$ cat config.mk
export PLATFORM = sky130hd
export DESIGN_NAME = pors_sequencer
export DESIGN_NICKNAME = d
export VERILOG_FILES = /design/src/rtl/pors_pkg.sv /design/src/rtl/pors_filter.sv /design/src/rtl/pors_sequencer.sv
export SDC_FILE = /design/constraint.sdc
export NUM_CORES = 1
export LEC_CHECK = 0
export BUFFER_PORTS_ARGS = -buffer_cell sky130_fd_sc_hd__buf_2
export CORE_ASPECT_RATIO = 1.75
export CORE_MARGIN = 4
export CORE_UTILIZATION = 45
export DETAILED_ROUTE_END_ITERATION = 10
export HOLD_SLACK_MARGIN = 0.02
export PLACE_DENSITY_LB_ADDON = 0.15
export SETUP_SLACK_MARGIN = 0.15
export SLEW_MARGIN = 20
export SYNTH_ARGS = -nofsm -noshare
export SYNTH_HDL_FRONTEND = slang
export SYNTH_SLANG_ARGS = --single-unit
$ cat constraint.sdc
create_clock -name clock -period 2.33 [get_ports clock]
set_input_delay 0.3495 -clock clock [delete_from_list [all_inputs] [get_ports clock]]
set_output_delay 0.3495 -clock clock [all_outputs]
set_load 0.01 [all_outputs]
$ cat src/rtl/pors_pkg.sv
// Purpose: Shared constants and types for the power-on reset sequencer
// Assumes: 20 MHz oscillator clock
// Notes:   Phase lengths in oscillator cycles
`default_nettype none
package pors_pkg;
   localparam int unsigned CLK_PERIOD_NS = 50;
   localparam int unsigned FILT_MIN_NS   = 475;
   localparam int unsigned FILT_MAX_NS   = 2000;
   // Longest ignored pulse rounds down, shortest taken pulse rounds up
   localparam int unsigned FILT_REJ_CYC  = FILT_MIN_NS / CLK_PERIOD_NS;
   localparam int unsigned FILT_ACC_CYC  = (FILT_MAX_NS + CLK_PERIOD_NS - 1) / CLK_PERIOD_NS;
   localparam logic [5:0]  FILT_CYC      = 6'(FILT_REJ_CYC + 1);
   localparam logic [11:0] OSC_CYC       = 12'h408;
   localparam logic [11:0] FUSE_CYC      = 12'h488;
   localparam logic [11:0] PUMP_CYC      = 12'h2b0;
   localparam logic [11:0] BANK_CYC      = 12'h269;
   localparam logic [11:0] WARM_CYC      = 12'h8d0;
   localparam logic [31:0] BOOT_ADDR     = 32'h0000_0000;
   localparam logic [5:0]  FILT_RST      = 6'h00;
   localparam logic [11:0] CNT_RST       = 12'h000;

   typedef enum logic [2:0] {
      PH_IDLE, PH_OSC, PH_FUSE, PH_PUMP, PH_BANK, PH_RUN
   } pors_phase_e;

   typedef struct packed {
      logic coreOk;
      logic ioOk;
      logic lowPower;
   } pors_supply_s;

   typedef struct packed {
      logic oscEnable;
      logic fuseLoad;
      logic pumpOn;
      logic bankOn;
   } pors_phase_s;
endpackage
`default_nettype wire

$ cat src/rtl/pors_filter.sv
// Purpose: Glitch filter for the active-low power-on reset pin
// Assumes: Pin already synchronous to clock
// Notes:   Low must persist FILT_CYC + 1 cycles before it is taken
`default_nettype none
module pors_filter (
   // Clock and reset
   input  wire logic clock,
   input  wire logic rst,
   // Pin and filtered level
   input  wire logic pinLow,
   output var  logic resetReq
);
   logic [5:0] count;
   logic [5:0] next_count;
   logic       next_resetReq;

   always_comb begin
      next_count    = count;
      next_resetReq = resetReq;
      if (!pinLow) begin
         next_count    = pors_pkg::FILT_RST;
         next_resetReq = 1'b0;
      end else if (count != pors_pkg::FILT_CYC) begin
         next_count = count + 6'h01;
      end else begin
         next_resetReq = 1'b1;
      end
   end

   always_ff @(posedge clock or posedge rst) begin
      if (rst) begin
         count    <= pors_pkg::FILT_RST;
         resetReq <= 1'b1;
      end else begin
         count    <= next_count;
         resetReq <= next_resetReq;
      end
   end
endmodule
`default_nettype wire

$ cat src/rtl/pors_sequencer.sv
// Purpose: Power-on reset and start-up phase sequencer
// Assumes: Analog comparators give supply levels synchronous to clock
// Notes:   Core supply fault tri-states pins without a clock
//
// Contract
// RL1: Power-good outputs low when any supply low
// RL2: Isolate core and I/O while power-good low
// RL3: Low I/O supply asserts internal power-on reset
// RL4: Core fault: async pin tri-state, assert reset
// RL5: Supply monitor disabled in low power mode
// RL6: Start only with supplies good, reset released
// RL7: Oscillator 1032 cycles, then fuse 1160
// RL8: Then pump 688, then bank 617
// RL9: CPU reset released after last phase
// RL10: Supervisor holds reset pin low when out-of-range
// RL11: Filter ignores 475 ns, takes 2000 ns
// RL12: Warm reset low 2256 cycles after release
// RL13: Any reset cause aborts and restarts
// RL14: One phase counter, advance after full count
`default_nettype none
module pors_sequencer (
   // Clock and reset
   input  wire logic                  clock,
   input  wire logic                  rst,
   // Supply monitor comparators and mode
   input  wire pors_pkg::pors_supply_s supply,
   // Power-on reset pin, active low
   input  wire logic                  powerOnResetN,
   // Warm reset open-drain pin
   input  wire logic                  warmResetNIn,
   output var  logic                  warmResetNOut,
   output var  logic                  warmResetNOe,
   // Power-good and isolation
   output var  logic                  corePowerGood,
   output var  logic                  ioPowerGood,
   output var  logic                  isolate,
   output var  logic                  pinsHighZ,
   // Phase controls and CPU
   output var  pors_pkg::pors_phase_s phaseCtl,
   output var  logic                  cpuResetN,
   output var  logic [31:0]           bootAddr
);
   logic                  pinReq;
   logic                  coreFault;
   logic                  ioFault;
   logic                  porCause;
   pors_pkg::pors_phase_e phase;
   pors_pkg::pors_phase_e next_phase;
   logic [11:0]           count;
   logic [11:0]           next_count;
   logic [11:0]           warmCount;
   logic [11:0]           next_warmCount;
   logic                  next_corePowerGood;
   logic                  next_ioPowerGood;
   logic                  next_cpuResetN;
   logic                  next_warmResetNOe;
   pors_pkg::pors_phase_s next_phaseCtl;
   logic                  coreFaultHz;

   function automatic logic [11:0] phaseLen(input pors_pkg::pors_phase_e p);
      case (p)
         pors_pkg::PH_OSC:  phaseLen = pors_pkg::OSC_CYC;
         pors_pkg::PH_FUSE: phaseLen = pors_pkg::FUSE_CYC;
         pors_pkg::PH_PUMP: phaseLen = pors_pkg::PUMP_CYC;
         pors_pkg::PH_BANK: phaseLen = pors_pkg::BANK_CYC;
         default:           phaseLen = 12'h001;
      endcase
   endfunction

   pors_filter u_filter (
      .clock    (clock),
      .rst      (rst),
      .pinLow   (~powerOnResetN),
      .resetReq (pinReq)
   ); // see RL11

   // Monitor is blind in low power mode
   assign coreFault = ~supply.coreOk & ~supply.lowPower; // see RL5
   assign ioFault   = ~supply.ioOk & ~supply.lowPower;   // see RL5
   assign porCause  = coreFault | ioFault | pinReq;      // see RL3

   // Power-good and CPU/warm reset state
   always_comb begin
      next_corePowerGood = ~(coreFault | ioFault); // see RL1
      next_ioPowerGood   = ~(coreFault | ioFault); // see RL1
      next_cpuResetN     = (phase == pors_pkg::PH_RUN) && !porCause; // see RL9
      next_warmCount     = warmCount;
      next_warmResetNOe  = 1'b1;
      if (porCause) begin
         next_warmCount = pors_pkg::CNT_RST;
      end else if (warmCount != pors_pkg::WARM_CYC) begin
         next_warmCount = warmCount + 12'h001;
      end else begin
         next_warmResetNOe = 1'b0; // see RL12
      end
   end

   always_ff @(posedge clock or posedge rst) begin
      if (rst) begin
         corePowerGood <= 1'b0;
         ioPowerGood   <= 1'b0;
         isolate       <= 1'b1;
         cpuResetN     <= 1'b0;
         warmCount     <= pors_pkg::CNT_RST;
         warmResetNOe  <= 1'b1;
      end else begin
         corePowerGood <= next_corePowerGood;
         ioPowerGood   <= next_ioPowerGood;
         isolate       <= ~(next_corePowerGood & next_ioPowerGood); // see RL2
         cpuResetN     <= next_cpuResetN;
         warmCount     <= next_warmCount;
         warmResetNOe  <= next_warmResetNOe;
      end
   end

   // Open drain drives only low
   always_ff @(posedge clock or posedge rst) begin
      if (rst) begin
         warmResetNOut <= 1'b0;
         bootAddr      <= pors_pkg::BOOT_ADDR;
      end else begin
         warmResetNOut <= 1'b0;
         bootAddr      <= pors_pkg::BOOT_ADDR; // see RL9
      end
   end

   // Core fault forces high impedance without a clock
   always_ff @(posedge clock or posedge coreFault) begin
      if (coreFault) begin
         coreFaultHz <= 1'b1; // see RL4
      end else begin
         coreFaultHz <= 1'b0;
      end
   end
   assign pinsHighZ = coreFaultHz;

   // Phase sequencer with a single counter
   always_comb begin
      next_phase = phase;
      next_count = count;
      if (porCause) begin
         next_phase = pors_pkg::PH_IDLE; // see RL13
         next_count = pors_pkg::CNT_RST;
      end else begin
         case (phase)
            pors_pkg::PH_IDLE: begin
               next_phase = pors_pkg::PH_OSC; // see RL6
               next_count = pors_pkg::CNT_RST;
            end
            pors_pkg::PH_OSC, pors_pkg::PH_FUSE, pors_pkg::PH_PUMP, pors_pkg::PH_BANK: begin
               if (count == phaseLen(phase) - 12'h001) begin // see RL14
                  next_count = pors_pkg::CNT_RST;
                  case (phase)
                     pors_pkg::PH_OSC:  next_phase = pors_pkg::PH_FUSE; // see RL7
                     pors_pkg::PH_FUSE: next_phase = pors_pkg::PH_PUMP; // see RL8
                     pors_pkg::PH_PUMP: next_phase = pors_pkg::PH_BANK; // see RL8
                     default:           next_phase = pors_pkg::PH_RUN;  // see RL9
                  endcase
               end else begin
                  next_count = count + 12'h001;
               end
            end
            pors_pkg::PH_RUN: next_phase = pors_pkg::PH_RUN;
            default: next_phase = pors_pkg::PH_IDLE;
         endcase
      end
      next_phaseCtl.oscEnable = next_phase != pors_pkg::PH_IDLE;
      next_phaseCtl.fuseLoad  = next_phase == pors_pkg::PH_FUSE;
      next_phaseCtl.pumpOn    = next_phase inside {pors_pkg::PH_PUMP, pors_pkg::PH_BANK,
                                                   pors_pkg::PH_RUN};
      next_phaseCtl.bankOn    = next_phase inside {pors_pkg::PH_BANK, pors_pkg::PH_RUN};
   end

   always_ff @(posedge clock or posedge rst) begin
      if (rst) begin
         phase    <= pors_pkg::PH_IDLE;
         count    <= pors_pkg::CNT_RST;
         phaseCtl <= '0;
      end else begin
         phase    <= next_phase;
         count    <= next_count;
         phaseCtl <= next_phaseCtl;
      end
   end

   // Assertions
   a_pg_low_fault: assert property (@(posedge clock) disable iff (rst) // see RL1
      (coreFault | ioFault) |=> !corePowerGood && !ioPowerGood)
      else $error("power good high during supply fault");
   a_iso_pg: assert property (@(posedge clock) disable iff (rst) // see RL2
      (!corePowerGood || !ioPowerGood) |-> isolate)
      else $error("not isolated while power good low");
   a_io_reset: assert property (@(posedge clock) disable iff (rst) // see RL3
      ioFault |=> phase == pors_pkg::PH_IDLE && !cpuResetN)
      else $error("io fault did not reset");
   a_core_hiz: assert property (@(posedge clock) disable iff (rst) // see RL4
      coreFault |-> pinsHighZ)
      else $error("pins not high impedance on core fault");
   a_lp_quiet: assert property (@(posedge clock) disable iff (rst) // see RL5
      supply.lowPower && !pinReq |=> corePowerGood)
      else $error("monitor active in low power");
   a_start_cond: assert property (@(posedge clock) disable iff (rst) // see RL6
      $rose(phase == pors_pkg::PH_OSC) |-> $past(!porCause))
      else $error("start without good supplies");
   a_osc_len: assert property (@(posedge clock) disable iff (rst) // see RL7
      (phase == pors_pkg::PH_OSC && !porCause)
      |=> (phase == pors_pkg::PH_FUSE) == ($past(count) == pors_pkg::OSC_CYC - 12'h001))
      else $error("oscillator phase length wrong");
   a_order: assert property (@(posedge clock) disable iff (rst) // see RL8
      (phase == pors_pkg::PH_BANK) |-> $past(phase) inside {pors_pkg::PH_PUMP,
                                                           pors_pkg::PH_BANK})
      else $error("bank phase out of order");
   a_cpu_rel: assert property (@(posedge clock) disable iff (rst) // see RL9
      $rose(cpuResetN) |-> $past(phase) == pors_pkg::PH_RUN)
      else $error("cpu released early");
   a_warm_hold: assert property (@(posedge clock) disable iff (rst) // see RL12
      $fell(warmResetNOe) |-> $past(warmCount) == pors_pkg::WARM_CYC)
      else $error("warm reset released early");
   a_abort: assert property (@(posedge clock) disable iff (rst) // see RL13
      porCause |=> !cpuResetN ##0 phase == pors_pkg::PH_IDLE)
      else $error("no abort on reset cause");
   a_one_step: assert property (@(posedge clock) disable iff (rst) // see RL14
      (phase != $past(phase) && phase != pors_pkg::PH_IDLE && $past(phase) != pors_pkg::PH_IDLE)
      |-> $past(count) == phaseLen($past(phase)) - 12'h001)
      else $error("phase advanced early");
endmodule
`default_nettype wire

# Word level (Yosys, flattened, before mapping)
# Index checks and enable logic that the tools add are counted.
# classes
bitwise	8
n_shift	0
n_reduce_logical	10
n_mul	0
n_addsub	4
n_div	0
n_eq_ne	13
n_mux	18
order_cmp	0
# ops
cell	n
$mux 12	6
$pmux 11 s4	1
$add 12x1->12 const B	2
$pmux 12 s2	1
$pmux 3 s3	2
$eq 12x12->1	1
$eq 3x2->1 const B	4
$eq 3x3->1 const B	4
$mux 6	2
$ne 12x12->1 const B	1
$sub 12x1->12 const B	1
$reduce_bool 3->1	3
$add 6x1->6 const B	1
$mux 3	2
$ne 6x4->1 const B	1
$reduce_bool 2->1	3
$mux 1	4
$not 1->1	4
$reduce_or 4->1	1
$eq 3x1->1 const B	1
$logic_not 3->1	1
$and 1x1->1	2
$ne 2x2->1 const B	1
$or 1x1->1	2
2 further kinds	2
# totals
latchBits	0
mem_bits_rw	0
inputBits	7
reg_bits	43
mem_bits_ro	0
n_memories	0

# Depth between registers and ports, before layout
# Gate-level depths: netlist (run 1).
# logic_depth
ltp_word	12
ltp_mapped	8
mapped_depth_nobuf	8

# Cells and area by module
# A second synthesis (run 1) with hierarchy kept.
# hier_totals
hier_cells	270
hier_area_um2	2560.0
# modules_own_cells
mod	n_inst	seq_area_each_um2	area_per_inst_um2	cells_per_inst
pors_sequencer	1	904.6	2183.3	237
pors_filter	1	176.4	376.6	33

# Worst setup path after synthesis (run 1)
# OpenSTA, ideal clock, no wires.
# synth_path
path_kind	reg2reg
from	reg phase[0]
to	reg count[1]
setup_slack_ns	0.494
setup_ns	0.122
path_buffers	2
stages_incl_launch_ff	8
arrival_time_ns	1.714
period_less_slack_ns	1.836
path_cell_list	dfrtp_1 buf_4 o21bai_1 mux2i_1 nand3_1 a211o_2 buf_6 a32o_1
# synth_via
elab_chain_len	9
word_cells_on_any_way	15
# synth_lines
item	line_no	source
from (decl)	pors_sequencer.sv:47	pors_pkg::pors_phase_e phase;
from (signal assigned)	pors_sequencer.sv:176	phase <= pors_pkg::PH_IDLE;
from (signal assigned)	pors_sequencer.sv:180	phase <= next_phase;
$eq 3x3->1, or another cell as far along	pors_sequencer.sv:61, pors_sequencer.sv:145	
$pmux 11 s4	pors_sequencer.sv:61	case (p)
$mux 12	pors_sequencer.sv:145	case (phase)
$mux 12	pors_sequencer.sv:141	if (porCause) begin
$sub 12x1->12	pors_sequencer.sv:151	if (count == phaseLen(phase) - 12'h001) begin
$eq 12x12->1	pors_sequencer.sv:151	
$mux 12	pors_sequencer.sv:151	
$pmux 12 s2	pors_sequencer.sv:145	
$mux 12	pors_sequencer.sv:141	
to (signal assigned)	pors_sequencer.sv:177	count <= pors_pkg::CNT_RST;
to (signal assigned)	pors_sequencer.sv:181	count <= next_count;
to (decl)	pors_sequencer.sv:49	logic [11:0] count;
# Parallel ways exist; a longest one is shown, timed or not. The select of a mux whose other input is x is not followed.
# A chain may end at the register's enable or synchronous reset.

# Worst setup path after layout (run 1)
# layout_path
from	reg phase[2]
to	reg count[6]
# Same word-level chain as after synthesis.

==> results.ini, run 1 <==
[cts]
clock_sink_count=43
holdBufCountCts=0
cts_buffers=5
clock_latency_ps=290
cts_buffer_depth=2
h-tree-depth=2
root_buffer=clkbuf_8
cts_tree=built
clk_pin_slew_worst_paths_ps=80

[placed_design]
place_hpwl_mm=3.38
gp_congestion=0.824
port_buffers=15

[setup_path]
reg2regPathDepth=6
crit_path_end=count[6]
path_max_fanout=13
r2r_slack_ps=340
cp-startpoint=phase[2]
rr_endpoint=count[6]
cpPeakStageDelay_ps=490
critPathLaunchType=flip-flop
worstPathRequired_ps=2520
cp_data_arrival_time_ps=2190
crit_chain=and2b_2, mux2i_1, a221oi_2, a211o_2, nand2_1, o311ai_1
slowest_stage=dfrtp_2
worst_r2r_startpoint=phase[2]
end_kind=flip-flop
critical_path_class=reg -> reg

[routing]
wl_per_cell_um=12.6
drt-initial-drc-count=90
drt-total-wl_mm=4.59
drc=0
drt-pass1-iter-count=4
num_vias=1773
antenna_left=0
viasPerCell=4.88

[sta]
slew_viol_final=0
fin_crit_ps=1990
relSlewSlack=0.649
finalSetupViolations=0
worst_slew_pin_slew_ps=526
period_share=0.855
fmax_ghz=0.502
fin_tns_setup_ps=0
grt_setup_unrepaired=no
skew_ps=3.36
hold_viol=0

[finish]
final_core_util=0.497
antennaDiodeCount=0
areaGrowthSynthToFinish_pct=5.88
drive_above_1_share=0.166
fillers=509
final_nets=300

[grt]
grt_max_degree=43
grt_pass1_wl_mm=7.79
antenna_found_initial=0
grt_overflow=0
grt_usage=0.145
grt_pass1_vias=1724

[pwr]
power.total_mw=1.94
power_density_nw_per_um2=737
ir_worst_vdd_uv=440
p_leak_nw=1.19

[logic_synthesis]
yosysWarnings=0
synthArstFlopShare=1.00
syn_area_per_cell_um2=9.29
ys_ff_latch=43
ys.flop_type=dfrtp_1
syn_area_um2=2490
syn_inst=268
synth_edf_count=0
ys_seq_area_frac=0.434
synth_cell_types=50

[floorplanning]
chipHeight_um=106
initial_core_util=0.470
dieArea_um2=6830
die_x_um=64.2
rows=35
ios=50
core_area_um2=5300

[run]
maxCapViolCount=0

[status]
status=finished, final reports clean

[hold_path]
hp-class=in -> async

critical path, delay by kind of cell (launching register included):
| kind | cells | cell delay (ps) |
|---|---|---|
| muxes | 1 | 100 |
| and+or+nand+nor | 2 | 520 |
| AOI/OAI and AO/OA | 3 | 780 |
| DFF | 1 | 490 |
metal layers:
layer / part of all wire / wire length [um] / track usage
met4: 0.024 / 111 / 0.0681
met2: 0.55 / 2530 / 0.269
met1: 0.38 / 1740 / 0.154
met3: 0.046 / 210 / 0.0264
met5: 0 / 0 / 0
logic make-up after synthesis:
family | count (synthesis) | synth area share
AOI/OAI and AO/OA | 37 | 0.100
buffers and inverters | 51 | 0.136
adders and majority gates | 5 | 0.0251
xor gates and xnor gates | 19 | 0.0669
muxes | 6 | 0.0246
other | 1 | 0.00151
DFF | 43 | 0.434
and+or+nand+nor | 106 | 0.211
how the worst min path moves through the flow:
stage	slack (ps)	endpoint	start
final	70	pinsHighZ	supply[0]
after global routing	70	pinsHighZ	supply[2]
after CTS	70	pinsHighZ	supply[2]
after detailed placement	390	pinsHighZ	supply[0]
after global placement	380	pinsHighZ	supply[0]
after floorplan	280	pinsHighZ	supply[0]
Yosys cell counts (2+ instances only):
| library cell | count | area share |
|---|---|---|
| a211oi_1 | 2 | 0.0060 |
| a21oi_1 | 6 | 0.012 |
| a31o_2 | 2 | 0.0070 |
| and2_1 | 2 | 0.0050 |
| buf_4 | 37 | 0.11 |
| clkbuf_1 | 3 | 0.0045 |
| dfrtp_1 | 39 | 0.39 |
| dfstp_2 | 4 | 0.042 |
| ha_1 | 5 | 0.025 |
| inv_1 | 8 | 0.012 |
| mux2i_1 | 5 | 0.020 |
| nand2_1 | 25 | 0.038 |
| nand3_1 | 15 | 0.030 |
| nand4_1 | 5 | 0.013 |
| nand4b_1 | 2 | 0.0070 |
| nor2_1 | 30 | 0.045 |
| nor2b_1 | 3 | 0.0075 |
| nor3_1 | 8 | 0.016 |
| nor4b_1 | 2 | 0.0070 |
| o21ai_0 | 14 | 0.028 |
| o311ai_1 | 2 | 0.0070 |
| or2_2 | 3 | 0.0075 |
| or3_1 | 2 | 0.0050 |
| xnor2_1 | 6 | 0.021 |
| xor2_1 | 13 | 0.046 |
area by class of cell:
class	instances	area, um2	share of cell area
clock buffers	8	100	0.0380
flip-flops and latches	43	1080	0.411
well taps	74	92.6	0.0351
inverters	8	30.0	0.0114
multi-input cells	207	1190	0.453
repair buffers	23	135	0.0513
sequential cells by signal, indices dropped and copies added, names as in the netlist:
name	cells
phaseCtl	4
isolate	1
warmResetNOe	1
ioPowerGood	1
cpuResetN	1
phase	3
count	12
u_filter.resetReq	1
u_filter.count	6
warmCount	12
pinsHighZ	1
placed cells by master (no fill, tap or decap), types with 2 or more instances in the layout:
master	netlist	final
dfrtp_1	39	37
conb_1	1	34
nor2_1	30	30
nand2_1	25	25
nand3_1	15	15
buf_2	0	15
o21ai_0	14	14
xor2_1	13	13
inv_1	8	8
nor3_1	8	8
buf_4	37	8
clkbuf_8	0	7
a21oi_1	6	6
xnor2_1	6	6
nand4_1	5	5
mux2i_1	5	5
ha_1	5	5
dfstp_2	4	4
nor2b_1	3	3
or2_2	3	3
nor4b_1	2	2
and2_1	2	2
a211oi_1	2	2
nand4b_1	2	2
or3_1	2	2
a31o_2	2	2
o311ai_1	2	2
dfrtp_2	0	2
through the flow:
stage / cell area, um2 / setup slack [ps] / hold slack [ps] / std cells
6_report: 2640 / 338 / 70.4 / 363
5_1_grt: 2640 / 165 / 71.4 / 363
4_1_cts: 2630 / 222 / 65.8 / 363
3_5_place_dp: 2530 / 244 / 387 / 355
3_3_place_gp: 2530 / 260 / 377 / 355
2_1_floorplan: 2610 / 494 / 283 / 301
report_power, final:
| group | leakage, nW | internal [mW] | total, mW | switching (mW) |
|---|---|---|---|---|
| Clock | 0.0515 | 0.271 | 0.516 | 0.245 |
| Combinational | 0.570 | 0.222 | 0.542 | 0.319 |
| Sequential | 0.567 | 0.811 | 0.884 | 0.0738 |
| Total | 1.19 | 1.30 | 1.94 | 0.638 |
what timing repair did:
| action | in CTS | in global routing |
|---|---|---|
| gates resized for setup | 0 | 3 |
| setup buffers | 0 | 0 |
| endpoints found under the setup margin | 0 | 5 |
| endpoints found under the hold margin | 0 | 0 |
Power figures use the tool's default switching activity.
==> run 2, diff against run 1 <==
Settings changed: BUFFER_PORTS_ARGS -buffer_cell sky130_fd_sc_hd__buf_2 to -buffer_cell sky130_fd_sc_hd__buf_4.
==> run 2 against run 1 <==
Compared with the run above: flip-flop and latch count is the same; utilization up 0.83 points; via count rose by 0.45%; routed wire length increased by 3.5%; register-to-register slack got worse by 50 ps; non-clock buffer count is 1 higher; clock-buffer cell count unchanged; worst hold slack gained 0.56 ps; critical path type unchanged; critical endpoint unchanged.
==> results.ini, run 2 (synthesized netlist as in run 1, its figures left out) <==
[status]
status=finished, final reports clean  ; unchanged

[setup_path]
critPathLaunchType=flip-flop  ; unchanged
worstPathRequired_ps=2520  ; about the same
path_max_fanout=13  ; unchanged
critical_path_class=reg -> reg  ; unchanged
end_kind=flip-flop  ; unchanged
cp_data_arrival_time_ps=2230  ; was 2190 ps

[cts]
h-tree-depth=2  ; unchanged
cts_buffers=5  ; unchanged
cts_buffer_depth=2  ; unchanged
root_buffer=clkbuf_8  ; unchanged
clock_sink_count=43  ; unchanged
clock_latency_ps=290  ; about the same
clk_pin_slew_worst_paths_ps=80  ; about the same
cts_tree=built  ; unchanged

[routing]
num_vias=1781  ; was 1773
drc=0  ; unchanged
drt-initial-drc-count=59  ; was 90
viasPerCell=4.89  ; was 4.88
antenna_left=0  ; unchanged
drt-total-wl_mm=4.75  ; was 4.59 mm
wl_per_cell_um=13.0  ; was 12.6 um
drt-pass1-iter-count=4  ; unchanged

[floorplanning]
ios=50  ; unchanged
initial_core_util=0.470  ; unchanged
rows=35  ; unchanged
chipHeight_um=106  ; unchanged
dieArea_um2=6830  ; unchanged
core_area_um2=5300  ; unchanged
die_x_um=64.2  ; unchanged

[finish]
antennaDiodeCount=0  ; unchanged
layout_commonest_cell=dfrtp_1  ; unchanged
top_regs=count: 12 flops, warmCount: 12 flops, u_filter.count: 6 flops  ; unchanged
fillers=522  ; was 509
drive_above_1_share=0.166  ; about the same
layout_common_cells=dfrtp_1, conb_1, nor2_1, nand2_1, buf_4  ; was dfrtp_1, conb_1, nor2_1, nand2_1
final_nets=301  ; was 300
areaGrowthSynthToFinish_pct=7.64  ; was 5.88%

[placed_design]
place_hpwl_mm=3.50  ; was 3.38 mm
gp_congestion=0.829  ; was 0.824
port_buffers=15  ; unchanged
dpl_worst_slack_ps=196  ; was 244 ps

[sta]
relSlewSlack=0.650  ; was 0.649
slew_viol_final=0  ; unchanged
setup_ws_ps=293  ; was 338 ps
finalSetupViolations=0  ; unchanged
grt_setup_unrepaired=no  ; unchanged
worst_slew_pin_slew_ps=524  ; was 526 ps
skew_ps=3.96  ; was 3.36 ps
fmax_ghz=0.491  ; was 0.502 GHz
hold_viol=0  ; unchanged
period_share=0.874  ; was 0.855
fin_crit_ps=2040  ; was 1990 ps
fin_tns_setup_ps=0  ; unchanged

[grt]
grt_usage=0.148  ; was 0.145
grt_pass1_vias=1763  ; was 1724
grt_max_degree=43  ; unchanged
antenna_found_initial=0  ; unchanged
grt_pass1_wl_mm=7.96  ; was 7.79 mm
grt_overflow=0  ; unchanged

[pwr]
p_leak_nw=1.21  ; was 1.19 nW
power_density_nw_per_um2=733  ; was 737 nW/um2
ir_worst_vdd_uv=458  ; was 440 uV

[run]
maxCapViolCount=0  ; unchanged

[hold_path]
hp-class=in -> async  ; unchanged

-- run 2: changes by cell type in the layout (fill, tap and decap cells not counted) --
cell / delta
dfrtp_1: +1
buf_2: -15
buf_4: +16
dfrtp_2: -1
-- run 2: path summary, 6_finish.rpt --
kind	from	end	slack, ps	cells past startpoint
min reg2reg	u_filter.resetReq	u_filter.resetReq	490	2
max in group asynchronous	rst	phase[2]	1770	3
min in group clock	supply[0]	isolate	200	2
min	supply[0]	pinsHighZ	70	2
max reg2reg	phase[2]	count[6]	290	6
max	phase[2]	count[6]	290	6
-- run 2: critical path, stage by stage, from the launching register on --
cell,delay [ps]
dfrtp_2,500
and2b_2,320
mux2i_1,110
a221oi_2,290
a211o_2,210
nand2_1,200
o311ai_1,310
-- run 2: per-layer routing --
layer / vias up / wire [um] / GRT usage
li1: 882 / - / -
met1: 859 / 1840 / 0.151
met2: 32 / 2630 / 0.287
met3: 8 / 167 / 0.0254
met4: 0 / 107 / 0.0605
met5: - / 0 / 0
-- run 2: cell type report --
type / instances / area (um2) / area share
flip-flops and latches: 43 / 1080 / 0.404
clock buffers: 8 / 100 / 0.0374
multi-input cells: 207 / 1190 / 0.446
inverters: 8 / 30.0 / 0.0112
well taps: 74 / 92.6 / 0.0346
repair buffers: 24 / 180 / 0.0673
-- run 2: stage by stage --
| step | hold slack [ps] | total power, mW | util | instance area [um2] | std cells |
|---|---|---|---|---|---|
| floorplan | 283 | 1.36 | - | 2610 | 301 |
| global placement | 374 | 1.45 | 0.486 | 2580 | 356 |
| detailed placement | 378 | 1.46 | 0.486 | 2580 | 356 |
| CTS | 56.9 | 1.99 | 0.505 | 2680 | 364 |
| global route | 62.7 | 2.10 | 0.506 | 2680 | 364 |
| finish | 71.0 | 1.96 | 0.506 | 2680 | 364 |
-- run 2: timing repair --
| item | in CTS | in global routing |
|---|---|---|
| endpoints found under the setup margin | 0 | 8 |
| setup buffers | 0 | 0 |
| hold endpoints to repair | 0 | 0 |
| hold buffers | 0 | 0 |
| gates resized for setup | 0 | 2 |
-- run 2: where the power goes --
group	internal, mW	total, mW	switching, mW
clock	0.271	0.512	0.241
combinational	0.241	0.572	0.331
sequential	0.809	0.878	0.0690
